## src/nrtp_cfg.svh

```systemverilog
// Command codes, cycle counts and pin timing for the NAND host controller.
// Assumes a 100 MHz core clock; all timing counts are derived from that rate.
`ifndef NRTP_CFG_SVH
`define NRTP_CFG_SVH
`define NRTP_CMD_READ1     8'h00
`define NRTP_CMD_READ2     8'h30
`define NRTP_CMD_CBREAD2   8'h35
`define NRTP_CMD_RNDCOL1   8'h05
`define NRTP_CMD_RNDCOL2   8'he0
`define NRTP_CMD_TPRND1    8'h06
`define NRTP_CMD_STATUS    8'h70
`define NRTP_CMD_PLSTAT    8'h78
`define NRTP_CMD_PROG1     8'h80
`define NRTP_CMD_PLNEXT    8'h11
`define NRTP_CMD_PROG2     8'h10
`define NRTP_CMD_CPROG2    8'h15
`define NRTP_CMD_CBPROG1   8'h85
`define NRTP_CMD_ERASE1    8'h60
`define NRTP_CMD_ERASE2    8'hd0
`define NRTP_CMD_CACHE     8'h31
`define NRTP_CMD_CACHELAST 8'h3f
`define NRTP_CMD_ID        8'h90
`define NRTP_ADDR_FULL     3'h5
`define NRTP_ADDR_ROW      3'h3
`define NRTP_ADDR_COL      3'h2
`define NRTP_ADDR_ID       3'h1
`define NRTP_ID_BYTES      3'h5
`define NRTP_CLK_NS        10
`define NRTP_STROBE_NS     30
`define NRTP_STROBE_CYC    ((`NRTP_STROBE_NS + `NRTP_CLK_NS - 1) / `NRTP_CLK_NS)
`define NRTP_PAGE_BYTES    12'h840
`endif

```

## src/nrtp_pkg.sv

```systemverilog
// Types shared by the NAND host controller and its strobe timer.
// Assumes nrtp_cfg.svh is on the include path.
package nrtp_pkg;
  typedef enum logic [3:0] {
    NRTP_OP_PAGEREAD, NRTP_OP_TPREAD, NRTP_OP_TPCBREAD, NRTP_OP_TPRNDCOL,
    NRTP_OP_PLSTAT, NRTP_OP_TPPROG, NRTP_OP_TPCPROG, NRTP_OP_TPCBPROG,
    NRTP_OP_TPERASE, NRTP_OP_RNDCOL, NRTP_OP_CACHE, NRTP_OP_CACHELAST,
    NRTP_OP_STATUS, NRTP_OP_REREAD, NRTP_OP_ID, NRTP_OP_READBYTE
  } nrtp_op_e;
  typedef logic [7:0] nrtp_byte_t;
endpackage

```

## src/nrtp_strobe_if.sv

```systemverilog
// Handshake between the sequencer and the strobe timer.
// Assumes a single core clock shared by both ends.
interface nrtp_strobe_if;
  logic start;
  logic done;
  modport seq (output start, input done);
  modport tmr (input start, output done);
endinterface

```

## src/nrtp_strobe_timer.sv

```systemverilog
// Times one strobe phase: done pulses a fixed count of cycles after start.
// Assumes start is a single-cycle pulse from logic on the same clock.
`include "nrtp_cfg.svh"
module nrtp_strobe_timer
  import nrtp_pkg::*;
(
  input wire logic    core_clk, // Core clock
  input wire logic    rst,      // Sync reset, high
  nrtp_strobe_if.tmr  stb       // Start/done pair
);
  logic [3:0] countReg;
  logic [3:0] countNext;
  logic       doneReg;
  logic       doneNext;

  always_comb begin
    countNext = countReg;
    doneNext  = 1'b0;
    if (stb.start) begin
      countNext = 4'(`NRTP_STROBE_CYC);
    end else if (countReg != 4'h0) begin
      countNext = countReg - 4'h1;
      doneNext  = (countReg == 4'h1);
    end
  end

  always_ff @(posedge core_clk) begin
    if (rst) begin
      countReg <= 4'h0;
      doneReg  <= 1'b0;
    end else begin
      countReg <= countNext;
      doneReg  <= doneNext;
    end
  end

  assign stb.done = doneReg;
endmodule

```

## src/nrtp_host.sv

```systemverilog
// Host-side NAND sequencer: turns one operation request into command,
// address, data and read-strobe cycles and waits on ready/busy.
// Assumes the pins reach a NAND part; ready/busy has an external pull-up.
// Behaviour
// - Two-plane read: 00h, five addresses, 00h, five addresses, 30h; only when ready.
// - Two-plane copy-back read: same sequence, confirm 35h.
// - Two-plane random column: 06h, five addresses, E0h, after two-plane read.
// - Plane status select 78h with three addresses, allowed while busy.
// - Two-plane program: 80h, addr+data, 11h, 80h, addr+data, 10h or 15h.
// - Two-plane copy-back program: 85h, five addr, 11h, 80h, five addr, 10h.
// - Host takes copy-back source and destination planes from addrA and addrB without checking them.
// - Page read: 00h, five addresses, 30h.
// - After polling with 70h, reissue 00h before reading data.
// - Column jump: 05h, two column addresses, E0h.
// - 31h starts cache read; busy for first cache time.
// - Host issues 31h without tracking pages, so cached reads can cross a block boundary.
`include "nrtp_cfg.svh"
module nrtp_host
  import nrtp_pkg::*;
(
  input  wire logic        core_clk,     // Core clock, 100 MHz
  input  wire logic        rst,          // Sync reset, high
  input  wire logic        opValid,      // Operation request
  output logic             opReady,      // Sequencer idle
  input  wire nrtp_op_e    opCode,       // Operation to run
  input  wire logic [39:0] addrA,        // First address, column bytes low
  input  wire logic [39:0] addrB,        // Second-plane address
  input  wire logic [11:0] dataLen,      // Bytes to write or read
  input  wire logic        wrValid,      // Write byte available
  output logic             wrReady,      // Write byte taken
  input  wire nrtp_byte_t  wrData,       // Write byte
  output logic             rdValid,      // Read byte pulse
  output nrtp_byte_t       rdData,       // Read byte
  output logic             waitBusy,     // Waiting on ready/busy
  output logic             cmdLatch,     // Command latch enable pin
  output logic             addrLatch,    // Address latch enable pin
  output logic             chipEnable_n, // Chip enable pin
  output logic             writeStrobe_n, // Write strobe pin
  output logic             read_strobe_n, // Read strobe pin
  output nrtp_byte_t       ioOut,        // I/O bus out
  output logic             ioOe,         // I/O bus drive enable
  input  wire nrtp_byte_t  ioIn,         // I/O bus in
  input  wire logic        readyBusy_n   // Ready/busy pin, low busy
);
  typedef enum logic [2:0] {ST_IDLE, ST_CMD, ST_ADDR, ST_WDATA, ST_RDATA,
                            ST_BUSY} nrtp_state_e;
  nrtp_strobe_if stb();
  nrtp_strobe_timer u_tmr (.core_clk(core_clk), .rst(rst), .stb(stb));

  logic [2:0]  rbSync;
  logic        rbReady;
  nrtp_state_e stateReg, stateNext;
  nrtp_op_e    opReg, opNext;
  logic [2:0]  stepReg, stepNext;
  logic [2:0]  addrCntReg, addrCntNext;
  logic [11:0] byteCntReg, byteCntNext;
  logic        phaseReg, phaseNext;
  logic        busyWaitReg, busyWaitNext;
  logic        wrActReg, wrActNext;
  nrtp_byte_t  rdDataReg, rdDataNext;
  logic        rdValidReg, rdValidNext;
  logic        stbStart;

  // One element of a scripted sequence: command byte, address count, data flag
  typedef struct packed {
    logic       last;
    logic       isData;
    logic [2:0] nAddr;
    logic       useB;
    logic [7:0] cmd;
    logic       waitRb;
  } nrtp_step_s;

  function automatic nrtp_step_s stepOf(nrtp_op_e op, logic [2:0] s);
    nrtp_step_s r;
    r = '0;
    unique case (op)
      NRTP_OP_PAGEREAD: unique case (s)
        3'h0: r = '{1'b0, 1'b0, `NRTP_ADDR_FULL, 1'b0, `NRTP_CMD_READ1, 1'b0};
        default: r = '{1'b1, 1'b0, 3'h0, 1'b0, `NRTP_CMD_READ2, 1'b1};
      endcase
      NRTP_OP_TPREAD, NRTP_OP_TPCBREAD: unique case (s)
        3'h0: r = '{1'b0, 1'b0, `NRTP_ADDR_FULL, 1'b0, `NRTP_CMD_READ1, 1'b0};
        3'h1: r = '{1'b0, 1'b0, `NRTP_ADDR_FULL, 1'b1, `NRTP_CMD_READ1, 1'b0};
        default: r = '{1'b1, 1'b0, 3'h0, 1'b0, (op == NRTP_OP_TPREAD) ?
                       `NRTP_CMD_READ2 : `NRTP_CMD_CBREAD2, 1'b1};
      endcase
      NRTP_OP_TPRNDCOL: unique case (s)
        3'h0: r = '{1'b0, 1'b0, `NRTP_ADDR_FULL, 1'b0, `NRTP_CMD_TPRND1, 1'b0};
        default: r = '{1'b1, 1'b1, 3'h0, 1'b0, `NRTP_CMD_RNDCOL2, 1'b0};
      endcase
      NRTP_OP_PLSTAT:
        r = '{1'b1, 1'b1, `NRTP_ADDR_ROW, 1'b0, `NRTP_CMD_PLSTAT, 1'b0};
      NRTP_OP_TPPROG, NRTP_OP_TPCPROG, NRTP_OP_TPCBPROG: unique case (s)
        3'h0: r = '{1'b0, op != NRTP_OP_TPCBPROG, `NRTP_ADDR_FULL, 1'b0,
                    (op == NRTP_OP_TPCBPROG) ? `NRTP_CMD_CBPROG1 : `NRTP_CMD_PROG1, 1'b0};
        3'h1: r = '{1'b0, 1'b0, 3'h0, 1'b0, `NRTP_CMD_PLNEXT, 1'b1};
        3'h2: r = '{1'b0, op != NRTP_OP_TPCBPROG, `NRTP_ADDR_FULL, 1'b1,
                    `NRTP_CMD_PROG1, 1'b0};
        default: r = '{1'b1, 1'b0, 3'h0, 1'b0, (op == NRTP_OP_TPCPROG) ?
                       `NRTP_CMD_CPROG2 : `NRTP_CMD_PROG2, 1'b1};
      endcase
      NRTP_OP_TPERASE: unique case (s)
        3'h0: r = '{1'b0, 1'b0, `NRTP_ADDR_ROW, 1'b0, `NRTP_CMD_ERASE1, 1'b0};
        3'h1: r = '{1'b0, 1'b0, `NRTP_ADDR_ROW, 1'b1, `NRTP_CMD_ERASE1, 1'b0};
        default: r = '{1'b1, 1'b0, 3'h0, 1'b0, `NRTP_CMD_ERASE2, 1'b1};
      endcase
      NRTP_OP_RNDCOL: unique case (s)
        3'h0: r = '{1'b0, 1'b0, `NRTP_ADDR_COL, 1'b0, `NRTP_CMD_RNDCOL1, 1'b0};
        default: r = '{1'b1, 1'b1, 3'h0, 1'b0, `NRTP_CMD_RNDCOL2, 1'b0};
      endcase
      NRTP_OP_CACHE:
        r = '{1'b1, 1'b0, 3'h0, 1'b0, `NRTP_CMD_CACHE, 1'b1};
      NRTP_OP_CACHELAST:
        r = '{1'b1, 1'b0, 3'h0, 1'b0, `NRTP_CMD_CACHELAST, 1'b1};
      NRTP_OP_STATUS: r = '{1'b1, 1'b1, 3'h0, 1'b0, `NRTP_CMD_STATUS, 1'b0};
      NRTP_OP_REREAD:
        r = '{1'b1, 1'b1, 3'h0, 1'b0, `NRTP_CMD_READ1, 1'b0};
      NRTP_OP_ID:
        r = '{1'b1, 1'b1, `NRTP_ADDR_ID, 1'b0, `NRTP_CMD_ID, 1'b0};
      NRTP_OP_READBYTE: r = '{1'b1, 1'b1, 3'h0, 1'b0, 8'h00, 1'b0};
    endcase
    return r;
  endfunction

  nrtp_step_s cur;
  logic       isWrite;
  logic [39:0] addrSel;
  assign cur     = stepOf(opReg, stepReg);
  assign isWrite = (opReg == NRTP_OP_TPPROG) || (opReg == NRTP_OP_TPCPROG);
  assign addrSel = cur.useB ? addrB : addrA;

  // Three stages; the first is read only by the second
  always_ff @(posedge core_clk) begin
    if (rst) begin
      rbSync <= 3'h7;
    end else begin
      rbSync <= {rbSync[1:0], readyBusy_n};
    end
  end

  logic rbStateReg, rbStateNext;
  always_comb begin
    rbStateNext = (rbSync[2] == rbSync[1]) ? rbSync[1] : rbStateReg;
  end

  assign rbReady = rbStateReg;

  always_comb begin
    stateNext    = stateReg;
    opNext       = opReg;
    stepNext     = stepReg;
    addrCntNext  = addrCntReg;
    byteCntNext  = byteCntReg;
    phaseNext    = phaseReg;
    busyWaitNext = busyWaitReg;
    wrActNext    = wrActReg;
    rdDataNext   = rdDataReg;
    rdValidNext  = 1'b0;
    stbStart     = 1'b0;
    unique case (stateReg)
      ST_IDLE: begin
        // Only status select (78h) or status read (70h) may start while busy; read path waits
        if (opValid && (rbReady || opCode == NRTP_OP_PLSTAT ||
                        opCode == NRTP_OP_STATUS)) begin
          opNext      = opCode;
          stepNext    = 3'h0;
          stateNext   = (opCode == NRTP_OP_READBYTE) ? ST_RDATA : ST_CMD;
          byteCntNext = dataLen;
          phaseNext   = 1'b0;
          stbStart    = 1'b1;
        end
      end
      ST_CMD, ST_ADDR: begin
        if (stb.done) begin
          if (!phaseReg) begin
            phaseNext = 1'b1;
            stbStart  = 1'b1;
          end else begin
            phaseNext = 1'b0;
            if (stateReg == ST_CMD && cur.nAddr != 3'h0) begin
              stateNext   = ST_ADDR;
              addrCntNext = 3'h0;
              stbStart    = 1'b1;
            end else if (stateReg == ST_ADDR && addrCntReg + 3'h1 < cur.nAddr) begin
              addrCntNext = addrCntReg + 3'h1;
              stbStart    = 1'b1;
            end else if (cur.isData && isWrite) begin
              stateNext = ST_WDATA;
            end else if (cur.last && cur.isData) begin
              stateNext = (byteCntReg == 12'h0) ? ST_IDLE : ST_RDATA;
              stbStart  = (byteCntReg != 12'h0);
            end else if (cur.waitRb) begin
              stateNext    = ST_BUSY;
              busyWaitNext = 1'b0;
            end else begin
              stateNext = cur.last ? ST_IDLE : ST_CMD;
              stepNext  = stepReg + 3'h1;
              stbStart  = !cur.last;
            end
          end
        end
      end
      ST_WDATA: begin
        // Strobe waits for a byte so the pins never latch stale data
        if (byteCntReg == 12'h0) begin
          stateNext   = ST_CMD;
          stepNext    = stepReg + 3'h1;
          byteCntNext = dataLen; // Second plane gets its own byte count
          stbStart    = 1'b1;
        end else if (stb.done && phaseReg) begin
          phaseNext   = 1'b0;
          wrActNext   = 1'b0;
          byteCntNext = byteCntReg - 12'h1;
        end else if (stb.done) begin
          phaseNext = 1'b1;
          stbStart  = 1'b1;
        end else if (!wrActReg && wrValid) begin
          wrActNext = 1'b1;
          stbStart  = 1'b1;
        end
      end
      ST_RDATA: begin
        if (stb.done && !phaseReg) begin
          rdDataNext  = ioIn;
          rdValidNext = 1'b1;
          phaseNext   = 1'b1;
          stbStart    = 1'b1;
        end else if (stb.done) begin
          phaseNext   = 1'b0;
          byteCntNext = byteCntReg - 12'h1;
          stateNext   = (byteCntReg <= 12'h1) ? ST_IDLE : ST_RDATA;
          stbStart    = (byteCntReg > 12'h1);
        end
      end
      ST_BUSY: begin
        // Wait for busy to assert, then for its release
        if (!rbReady) begin
          busyWaitNext = 1'b1;
        end else if (busyWaitReg) begin
          stateNext = cur.last ? ST_IDLE : ST_CMD;
          stepNext  = stepReg + 3'h1;
          stbStart  = !cur.last;
        end
      end
    endcase
  end

  assign stb.start = stbStart;

  always_ff @(posedge core_clk) begin
    if (rst) begin
      stateReg    <= ST_IDLE;
      opReg       <= NRTP_OP_PAGEREAD;
      stepReg     <= 3'h0;
      addrCntReg  <= 3'h0;
      byteCntReg  <= 12'h0;
      phaseReg    <= 1'b0;
      busyWaitReg <= 1'b0;
      wrActReg    <= 1'b0;
      rdDataReg   <= 8'h00;
      rdValidReg  <= 1'b0;
      rbStateReg  <= 1'b1;
    end else begin
      stateReg    <= stateNext;
      opReg       <= opNext;
      stepReg     <= stepNext;
      addrCntReg  <= addrCntNext;
      byteCntReg  <= byteCntNext;
      phaseReg    <= phaseNext;
      busyWaitReg <= busyWaitNext;
      wrActReg    <= wrActNext;
      rdDataReg   <= rdDataNext;
      rdValidReg  <= rdValidNext;
      rbStateReg  <= rbStateNext;
    end
  end

  // Strobes are low in phase 0 of each cycle
  assign opReady       = (stateReg == ST_IDLE);
  assign waitBusy      = (stateReg == ST_BUSY);
  assign chipEnable_n  = (stateReg == ST_IDLE);
  assign cmdLatch      = (stateReg == ST_CMD);
  assign addrLatch     = (stateReg == ST_ADDR);
  assign writeStrobe_n = !((stateReg == ST_CMD || stateReg == ST_ADDR ||
                           (stateReg == ST_WDATA && wrActReg)) && !phaseReg);
  assign read_strobe_n = !(stateReg == ST_RDATA && !phaseReg);
  assign ioOe          = (stateReg == ST_CMD || stateReg == ST_ADDR || stateReg == ST_WDATA);
  assign ioOut         = (stateReg == ST_CMD) ? cur.cmd :
                         (stateReg == ST_ADDR) ? addrSel[{addrCntReg, 3'h0} +: 8] : wrData;
  assign wrReady       = (stateReg == ST_WDATA) && stb.done && phaseReg;
  assign rdValid       = rdValidReg;
  assign rdData        = rdDataReg;
endmodule

```

## config.mk

```make
export PLATFORM = sky130hd
export DESIGN_NAME = nrtp_host
export DESIGN_NICKNAME = d
export VERILOG_FILES = /design/src/nrtp_pkg.sv /design/src/nrtp_strobe_if.sv /design/src/nrtp_strobe_timer.sv /design/src/nrtp_host.sv
export VERILOG_INCLUDE_DIRS = /design/src
export SDC_FILE = /design/constraint.sdc
export NUM_CORES = 1
export LEC_CHECK = 0
export BUFFER_PORTS_ARGS = -buffer_cell sky130_fd_sc_hd__clkbuf_2
export CORE_MARGIN = 2
export CORE_UTILIZATION = 50
export DETAILED_ROUTE_END_ITERATION = 10
export PLACE_DENSITY = 0.84
export SLEW_MARGIN = 20
export SYNTH_ARGS = -nofsm -noshare
export SYNTH_HDL_FRONTEND = slang
export SYNTH_SLANG_ARGS = --single-unit
export TNS_END_PERCENT = 30
```

## constraint.sdc

```tcl
create_clock -name core_clk -period 4.6 [get_ports core_clk]
set_clock_uncertainty 0.1 [all_clocks]
set_input_delay 0.46 -clock core_clk [delete_from_list [all_inputs] [get_ports core_clk]]
set_output_delay 0.46 -clock core_clk [all_outputs]
set_load 0.02 [all_outputs]
```

---- Word-level counts from Yosys, hierarchy flattened ----
Cells that the tools add are included.
cells by class
  multiplexer cells ....................... 92
  shifts and indexed selects .............. 1
  $lt $le $gt $ge ......................... 3
  $add $sub $neg .......................... 4
  bitwise gates (word level) .............. 3
  reduce and logical (&&, ||, !) cells .... 54
  equal/unequal tests ..................... 49
operators by type and width
  kind                                                             number
  one-hot mux 15 bit (12 select lines)                             1
  two-way mux 3 bit                                                32
  two-way mux 12 bit                                               5
  one-hot mux 15 bit (2 select lines)                              2
  two-way mux 15 bit                                               3
  one-hot mux 15 bit (3 select lines)                              1
  == test 4 bit, second input constant                             10
  two-way mux 40 bit                                               1
  variable part select 40 x 7 -> 8 bit                             1
  two-way mux 1 bit                                                37
  one-hot mux 12 bit (3 select lines)                              1
  != test 2 bit, second input constant                             12
  == test 4 x 3 -> 1 bit, second input constant                    5
  AND reduction 9 bit                                              2
  two-way mux 8 bit                                                2
  one-hot mux 3 bit (5 select lines)                               1
  logical AND 1 bit                                                13
  greater-than comparator 12 x 1 -> 1 bit, second input constant   1
  less-or-equal comparator 12 x 1 -> 1 bit, second input constant  1
  logical NOT 12 bit                                               1
  one-hot mux 3 bit (4 select lines)                               1
  AND reduction 12 bit                                             1
  nonzero test 12 bit                                              1
  nonzero test 4 bit                                               3
  other kinds (31)                                                 68
storage, ports and cells
  bits of input ports ..................... 117
  output and inout port bits .............. 26
  bits in registers ....................... 46

---- Depth between registers and ports, before layout ----
  word-level depth ........................ 14
  gate-level depth with buffers ........... 14

---- By module ----
From an unflattened synthesis, not the netlist that was laid out.
second synthesis, totals
  cell total of the unflattened synthesis .. 564
  area, all modules ....................... 4199.0 sq um
by module, submodules not included
  module             area an instance (sq um)  sequential area each (sq um)  cells each  times used
  nrtp_host          3947.5                    820.8                         540         1
  nrtp_strobe_timer  251.5                     100.1                         24          1

---- Worst setup path after synthesis ----
No wires, ideal clock.
  path type ............................... register -> register
  start point ............................. register stepReg[0]
  end point ............................... register u_tmr.countReg[2]
  path buffers ............................ 0
  library setup time ...................... 0.132 ns
  required time ........................... 4.368 ns
  arrival ................................. 2.884 ns
  stages on the path, launching flop included .. 12
  slack ................................... 1.484 ns
  path through ............................ dfxtp_1 ha_1 nand2b_2 a2111oi_2 o31ai_4 ha_1 o21ai_0 nand2_1 o22ai_1 nor3_1 a311oi_2 nor3_1
on the way
  cells in the longest elaborated chain, start to end .. 13
  elaborated cells on any way between the ends .. 28
ends and longest elaborated chain
  what                                                         RTL line                            text
  start, declared                                              nrtp_host.sv:54                     logic [2:0] stepReg, stepNext;
  start signal, assigned                                       nrtp_host.sv:267                    stepReg <= stepNext;
  == test 3 x 2 -> 1 bit (tied with other cells)               nrtp_host.sv:94                     NRTP_OP_TPPROG, NRTP_OP_TPCPROG, NRTP_OP_TPCBPROG: unique case (s)
  one-hot mux 15 bit (3 select lines) (tied with other cells)  nrtp_host.sv:94
  one-hot mux 15 bit (12 select lines) *                       nrtp_host.sv:77                     unique case (op)
  logical NOT 1 bit                                            nrtp_host.sv:199, nrtp_host.sv:243
  two-way mux 1 bit                                            nrtp_host.sv:193                    end else if (cur.waitRb) begin
  two-way mux 1 bit                                            nrtp_host.sv:190                    end else if (cur.last && cur.isData) begin
  two-way mux 1 bit                                            nrtp_host.sv:188                    end else if (cur.isData && isWrite) begin
  two-way mux 1 bit                                            nrtp_host.sv:185                    end else if (stateReg == ST_ADDR && addrCntReg + 3'h1 < cur.nAddr) begin
  two-way mux 1 bit                                            nrtp_host.sv:181                    if (stateReg == ST_CMD && cur.nAddr != 3'h0) begin
  two-way mux 1 bit                                            nrtp_host.sv:176                    if (!phaseReg) begin
  two-way mux 1 bit                                            nrtp_host.sv:175                    if (stb.done) begin
  one-hot mux 1 bit (5 select lines) *                         nrtp_host.sv:161                    unique case (stateReg)
  OR reduction 2 bit (no line) *                               --
  end signal, assigned                                         nrtp_strobe_timer.sv:32             countReg <= countNext;
  end, declared                                                nrtp_strobe_timer.sv:11             logic [3:0] countReg;
Every way passes the cells marked *; elsewhere a longest branch is shown, timed or not.
A chain may end at the register's enable or synchronous reset.

---- Worst setup path after layout ----
  start point ............................. register opReg[1]
  end point ............................... output port ioOut[3]
on the way
  cells in the longest elaborated chain, start to end .. 7
  elaborated cells on any way between the ends .. 24
ends and longest elaborated chain
  what                                            RTL line          text
  start, declared                                 nrtp_host.sv:53   nrtp_op_e opReg, opNext;
  start signal, assigned                          nrtp_host.sv:266  opReg <= opNext;
  == test 4 x 3 -> 1 bit (tied with other cells)  nrtp_host.sv:77
  OR reduction 3 bit (tied with other cells)      nrtp_host.sv:77
  one-hot mux 15 bit (12 select lines) *          nrtp_host.sv:77
  two-way mux 40 bit                              nrtp_host.sv:131  assign addrSel = cur.useB ? addrB : addrA;
  variable part select 40 x 7 -> 8 bit            nrtp_host.sv:290  (stateReg == ST_ADDR) ? addrSel[{addrCntReg, 3'h0} +: 8] : wrData;
  two-way mux 8 bit                               nrtp_host.sv:290
  two-way mux 8 bit *                             nrtp_host.sv:289  assign ioOut = (stateReg == ST_CMD) ? cur.cmd :
  end, declared                                   nrtp_host.sv:40   output nrtp_byte_t ioOut,
Marks and branches as above.

==> results.py <==
metrics = {
    "run": {
        "drv_cap": 0,
    },
    "floorplan": {
        "rows": 33,
        "core_um2": 8220,
        "start_util_pct": 51.7,
        "die_w_um": 96.2,
        "dieHeight_um": 96.2,
        "die_area_um2": 9260,
        "ios": 143,
    },
    "global_route": {
        "grt_pass1_vias": 4217,
        "grt_util_met1_pct": 30.6,
        "use_met3_pct": 4.15,
        "overflow": 0,
        "use_met2_pct": 46.9,
        "track_usage_pct": 26.4,
        "grt_first_pass_wirelength_mm": 19.4,
        "grt_busiest_layer": "met2",
        "antenna_found_initial": 0,
        "grt_start_max_net_pins": 43,
    },
    "power_and_ir_drop": {
        "switchingPower_mw": 1.27,
        "swShare_pct": 50.8,
        "pwr-share-seq_pct": 25.7,
        "vdd_ir_drop_max_uv": 326,
        "leakage_nw": 2.01,
        "internal_power_mw": 1.22,
        "finalPower_mw": 2.49,
        "power.combinational.fraction_pct": 64.2,
        "power_density_nw_per_um2": 497,
        "power.share.clock_pct": 10.1,
    },
    "sta": {
        "setup_violations": 0,
        "finalCritPeriodShare_pct": 85.5,
        "final_hold_viol_count": 0,
        "rsz0062_at_grt": "no",
        "final.setup.tns_ns": 0,
        "finalCriticalPeriod_ns": 3.93,
        "slew_headroom_pct": 25.3,
        "drv_slew": 0,
        "fmax_mhz": 254,
        "tightest_slew_ns": 1.11,
    },
    "placed_design": {
        "port-buffer-count": 142,
        "dp_hpwl_mm": 10.0,
        "place.gp.congestion": 0.945,
        "place_area_um2": 4920,
    },
    "drt": {
        "ant_nets": 0,
        "drt_first_pass_iters": 5,
        "wire_per_inst_um": 16.8,
        "drtIter0Drc": 247,
        "route.detailed.drc": 0,
        "avgViaCountPerCell": 6.15,
        "postRouteWirelength_mm": 12.7,
        "via_count": 4655,
    },
    "synthesis": {
        "yosysWarnings": 0,
        "synth-async-reset-ratio_pct": 0,
        "synthFlopType": "dfxtp_1",
        "synth-seq-cells": 46,
        "synthCells": 535,
        "synth_area_um2": 4250,
        "syn_nets": 664,
        "syn_area_per_cell_um2": 7.95,
        "synth-edff-count": 0,
        "ys_types": 83,
        "yosysSeqAreaShare_pct": 21.7,
    },
    "clock_tree": {
        "h-tree-depth": 2,
        "numCtsBuffers": 5,
        "cts-root-buf": "clkbuf_8",
        "postCtsHoldBufs": 0,
        "tritoncts": "done",
        "clockBufferDepth": 2,
        "clkLatencyLatePin_ns": 0.30,
        "post_cts_buffers": 0,
        "clk_pin_slew_ns": 0.08,
        "clkSinkCount": 46,
        "post_cts_resized": 0,
    },
    "layout": {
        "layout-drive-gt1-share_pct": 30.5,
        "insertedDiodeCount": 0,
        "fin_area_um2": 5010,
        "n_fill_cell": 766,
        "areaGrowthSynthToFinish_pct": 17.9,
        "layout.nets": 780,
    },
    "setup_path": {
        "end_kind": "primary output",
        "worst-setup-path-type": "reg -> out",
        "path_max_fanout": 21,
        "cp_data_arrival_time_ns": 3.37,
        "crit_path_start_kind": "register",
        "crit_required_ns": 4.04,
    },
    "worst_hold_path": {
        "hold_path_class": "in -> reg",
    },
    "run_status": {
        "status": "completed",
    },
}
-- critical path, cell delays in order, from the launching register on --
cell and delay (ns):
dfxtp_1 0.91, xor2_2 0.27, mux2i_2 0.12, o31ai_4 0.60, buf_4 0.34, mux2i_1 0.36, o221ai_1 0.16, o221a_2 0.15
clkbuf_2 0.16
-- power by group through the flow --
stage	logic (mW)	clock network (mW)	registers [mW]
after floorplan	1.30	0	0.549
after global placement	1.54	0	0.639
after detailed placement	1.57	0	0.643
after CTS	1.58	0.257	0.635
after global routing	1.77	0.274	0.660
final	1.60	0.252	0.639
-- final timing paths --
kind / startpoint / end / slack (ns) / depth (start not counted)
hold reg to reg: rbSync[0]$_SDFF_PP1_ / rbSync[1]$_SDFF_PP1_ / 0.33 / 1
hold / removal: readyBusy_n / rbSync[0]$_SDFF_PP1_ / 0.25 / 2
setup reg to reg: opReg[2]$_SDFFE_PP0P_ / u_tmr.countReg[2]$_SDFFE_PP0N_ / 0.99 / 11
setup / recovery: opReg[1]$_SDFFE_PP0P_ / ioOut[3] / 0.67 / 8
-- synth_stat cells, types with 3 or more instances --
cell type / number / area share (%)
clkbuf_1: 16 / 1.4
a2bb2oi_1: 4 / 0.82
a31oi_1: 3 / 0.44
o21ai_1: 6 / 0.71
a221oi_1: 3 / 0.62
or3b_1: 3 / 0.62
mux2i_1: 20 / 4.7
o22ai_1: 5 / 0.74
nor2b_1: 7 / 1.0
o21ai_0: 32 / 3.8
nor3_1: 19 / 2.2
a211oi_1: 7 / 1.2
buf_6: 3 / 0.79
buf_2: 11 / 1.3
nor2_1: 62 / 5.5
a21oi_1: 40 / 4.7
ha_1: 12 / 3.5
buf_4: 4 / 0.71
nor4_1: 4 / 0.59
mux4_2: 16 / 8.5
o21a_1: 4 / 0.71
a22oi_1: 5 / 0.88
nor3b_1: 6 / 1.1
o32ai_1: 3 / 0.62
nand2b_1: 8 / 1.2
inv_1: 18 / 1.6
o221ai_1: 5 / 1.0
nand3_1: 27 / 3.2
o31a_1: 4 / 0.82
a32oi_1: 3 / 0.62
o211ai_1: 7 / 1.2
nand2_1: 50 / 4.4
or2_2: 5 / 0.74
dfxtp_1: 46 / 22
-- metrics by stage --
stage / util [%] / std cells / setup slack [ns] / hold WS, ns
2_1_floorplan: - / 535 / 1.48 / 0.289
3_3_place_gp: 59.9 / 749 / 1.08 / 0.301
3_5_place_dp: 59.9 / 749 / 1.00 / 0.318
4_1_cts: 61.0 / 757 / 0.671 / 0.248
5_1_grt: 61.0 / 757 / 0.466 / 0.254
6_report: 61.0 / 757 / 0.666 / 0.247
-- state kept, by name (all words and copies together) (netlist names) --
name / count
byteCntReg: 12
rdData: 8
opReg: 4
u_tmr.countReg: 4
addrCntReg: 3
rbSync: 3
stateReg: 3
stepReg: 3
busyWaitReg: 1
phaseReg: 1
rbReady: 1
rdValid: 1
u_tmr.stb.done: 1
wrActReg: 1
-- cells in the final DEF, fill, tap and decap left out, types with 16 or more instances in the layout --
| master | netlist | final |
|---|---|---|
| clkbuf_2 | 0 | 142 |
| nor2_1 | 62 | 62 |
| nand2_1 | 50 | 50 |
| dfxtp_1 | 46 | 45 |
| a21oi_1 | 40 | 40 |
| o21ai_0 | 32 | 32 |
| nand3_1 | 27 | 27 |
| mux2i_1 | 20 | 20 |
| nor3_1 | 19 | 19 |
| inv_1 | 18 | 18 |
| mux4_2 | 16 | 16 |
-- layout make-up --
class                   count  area (um^2)  area share [%]
multi-input cells         433         3060            61.0
flip-flops and latches     46          922            18.4
repair buffers            145          733            14.6
well taps                 105          131            2.62
clock buffers               7         86.3            1.72
inverters                  20         75.1            1.50
clock inverters             1         5.00          0.0999
-- per-layer routing --
layer	vias up	routed length, um
met2	206	6400
met5	-	0
li1	2244	-
met4	0	487
met3	30	902
met1	2175	4950
-- logic make-up after synthesis --
group,count (synthesis),share of synthesized area [%]
and+or+nand+nor,210,24.5
AOI/OAI and AO/OA,168,28.9
buffers and inverters,56,6.42
DFF,46,21.7
muxes,38,13.8
adders and majority gates,12,3.53
xor gates and xnor gates,5,1.21
(Power assumes the default switching activity.)
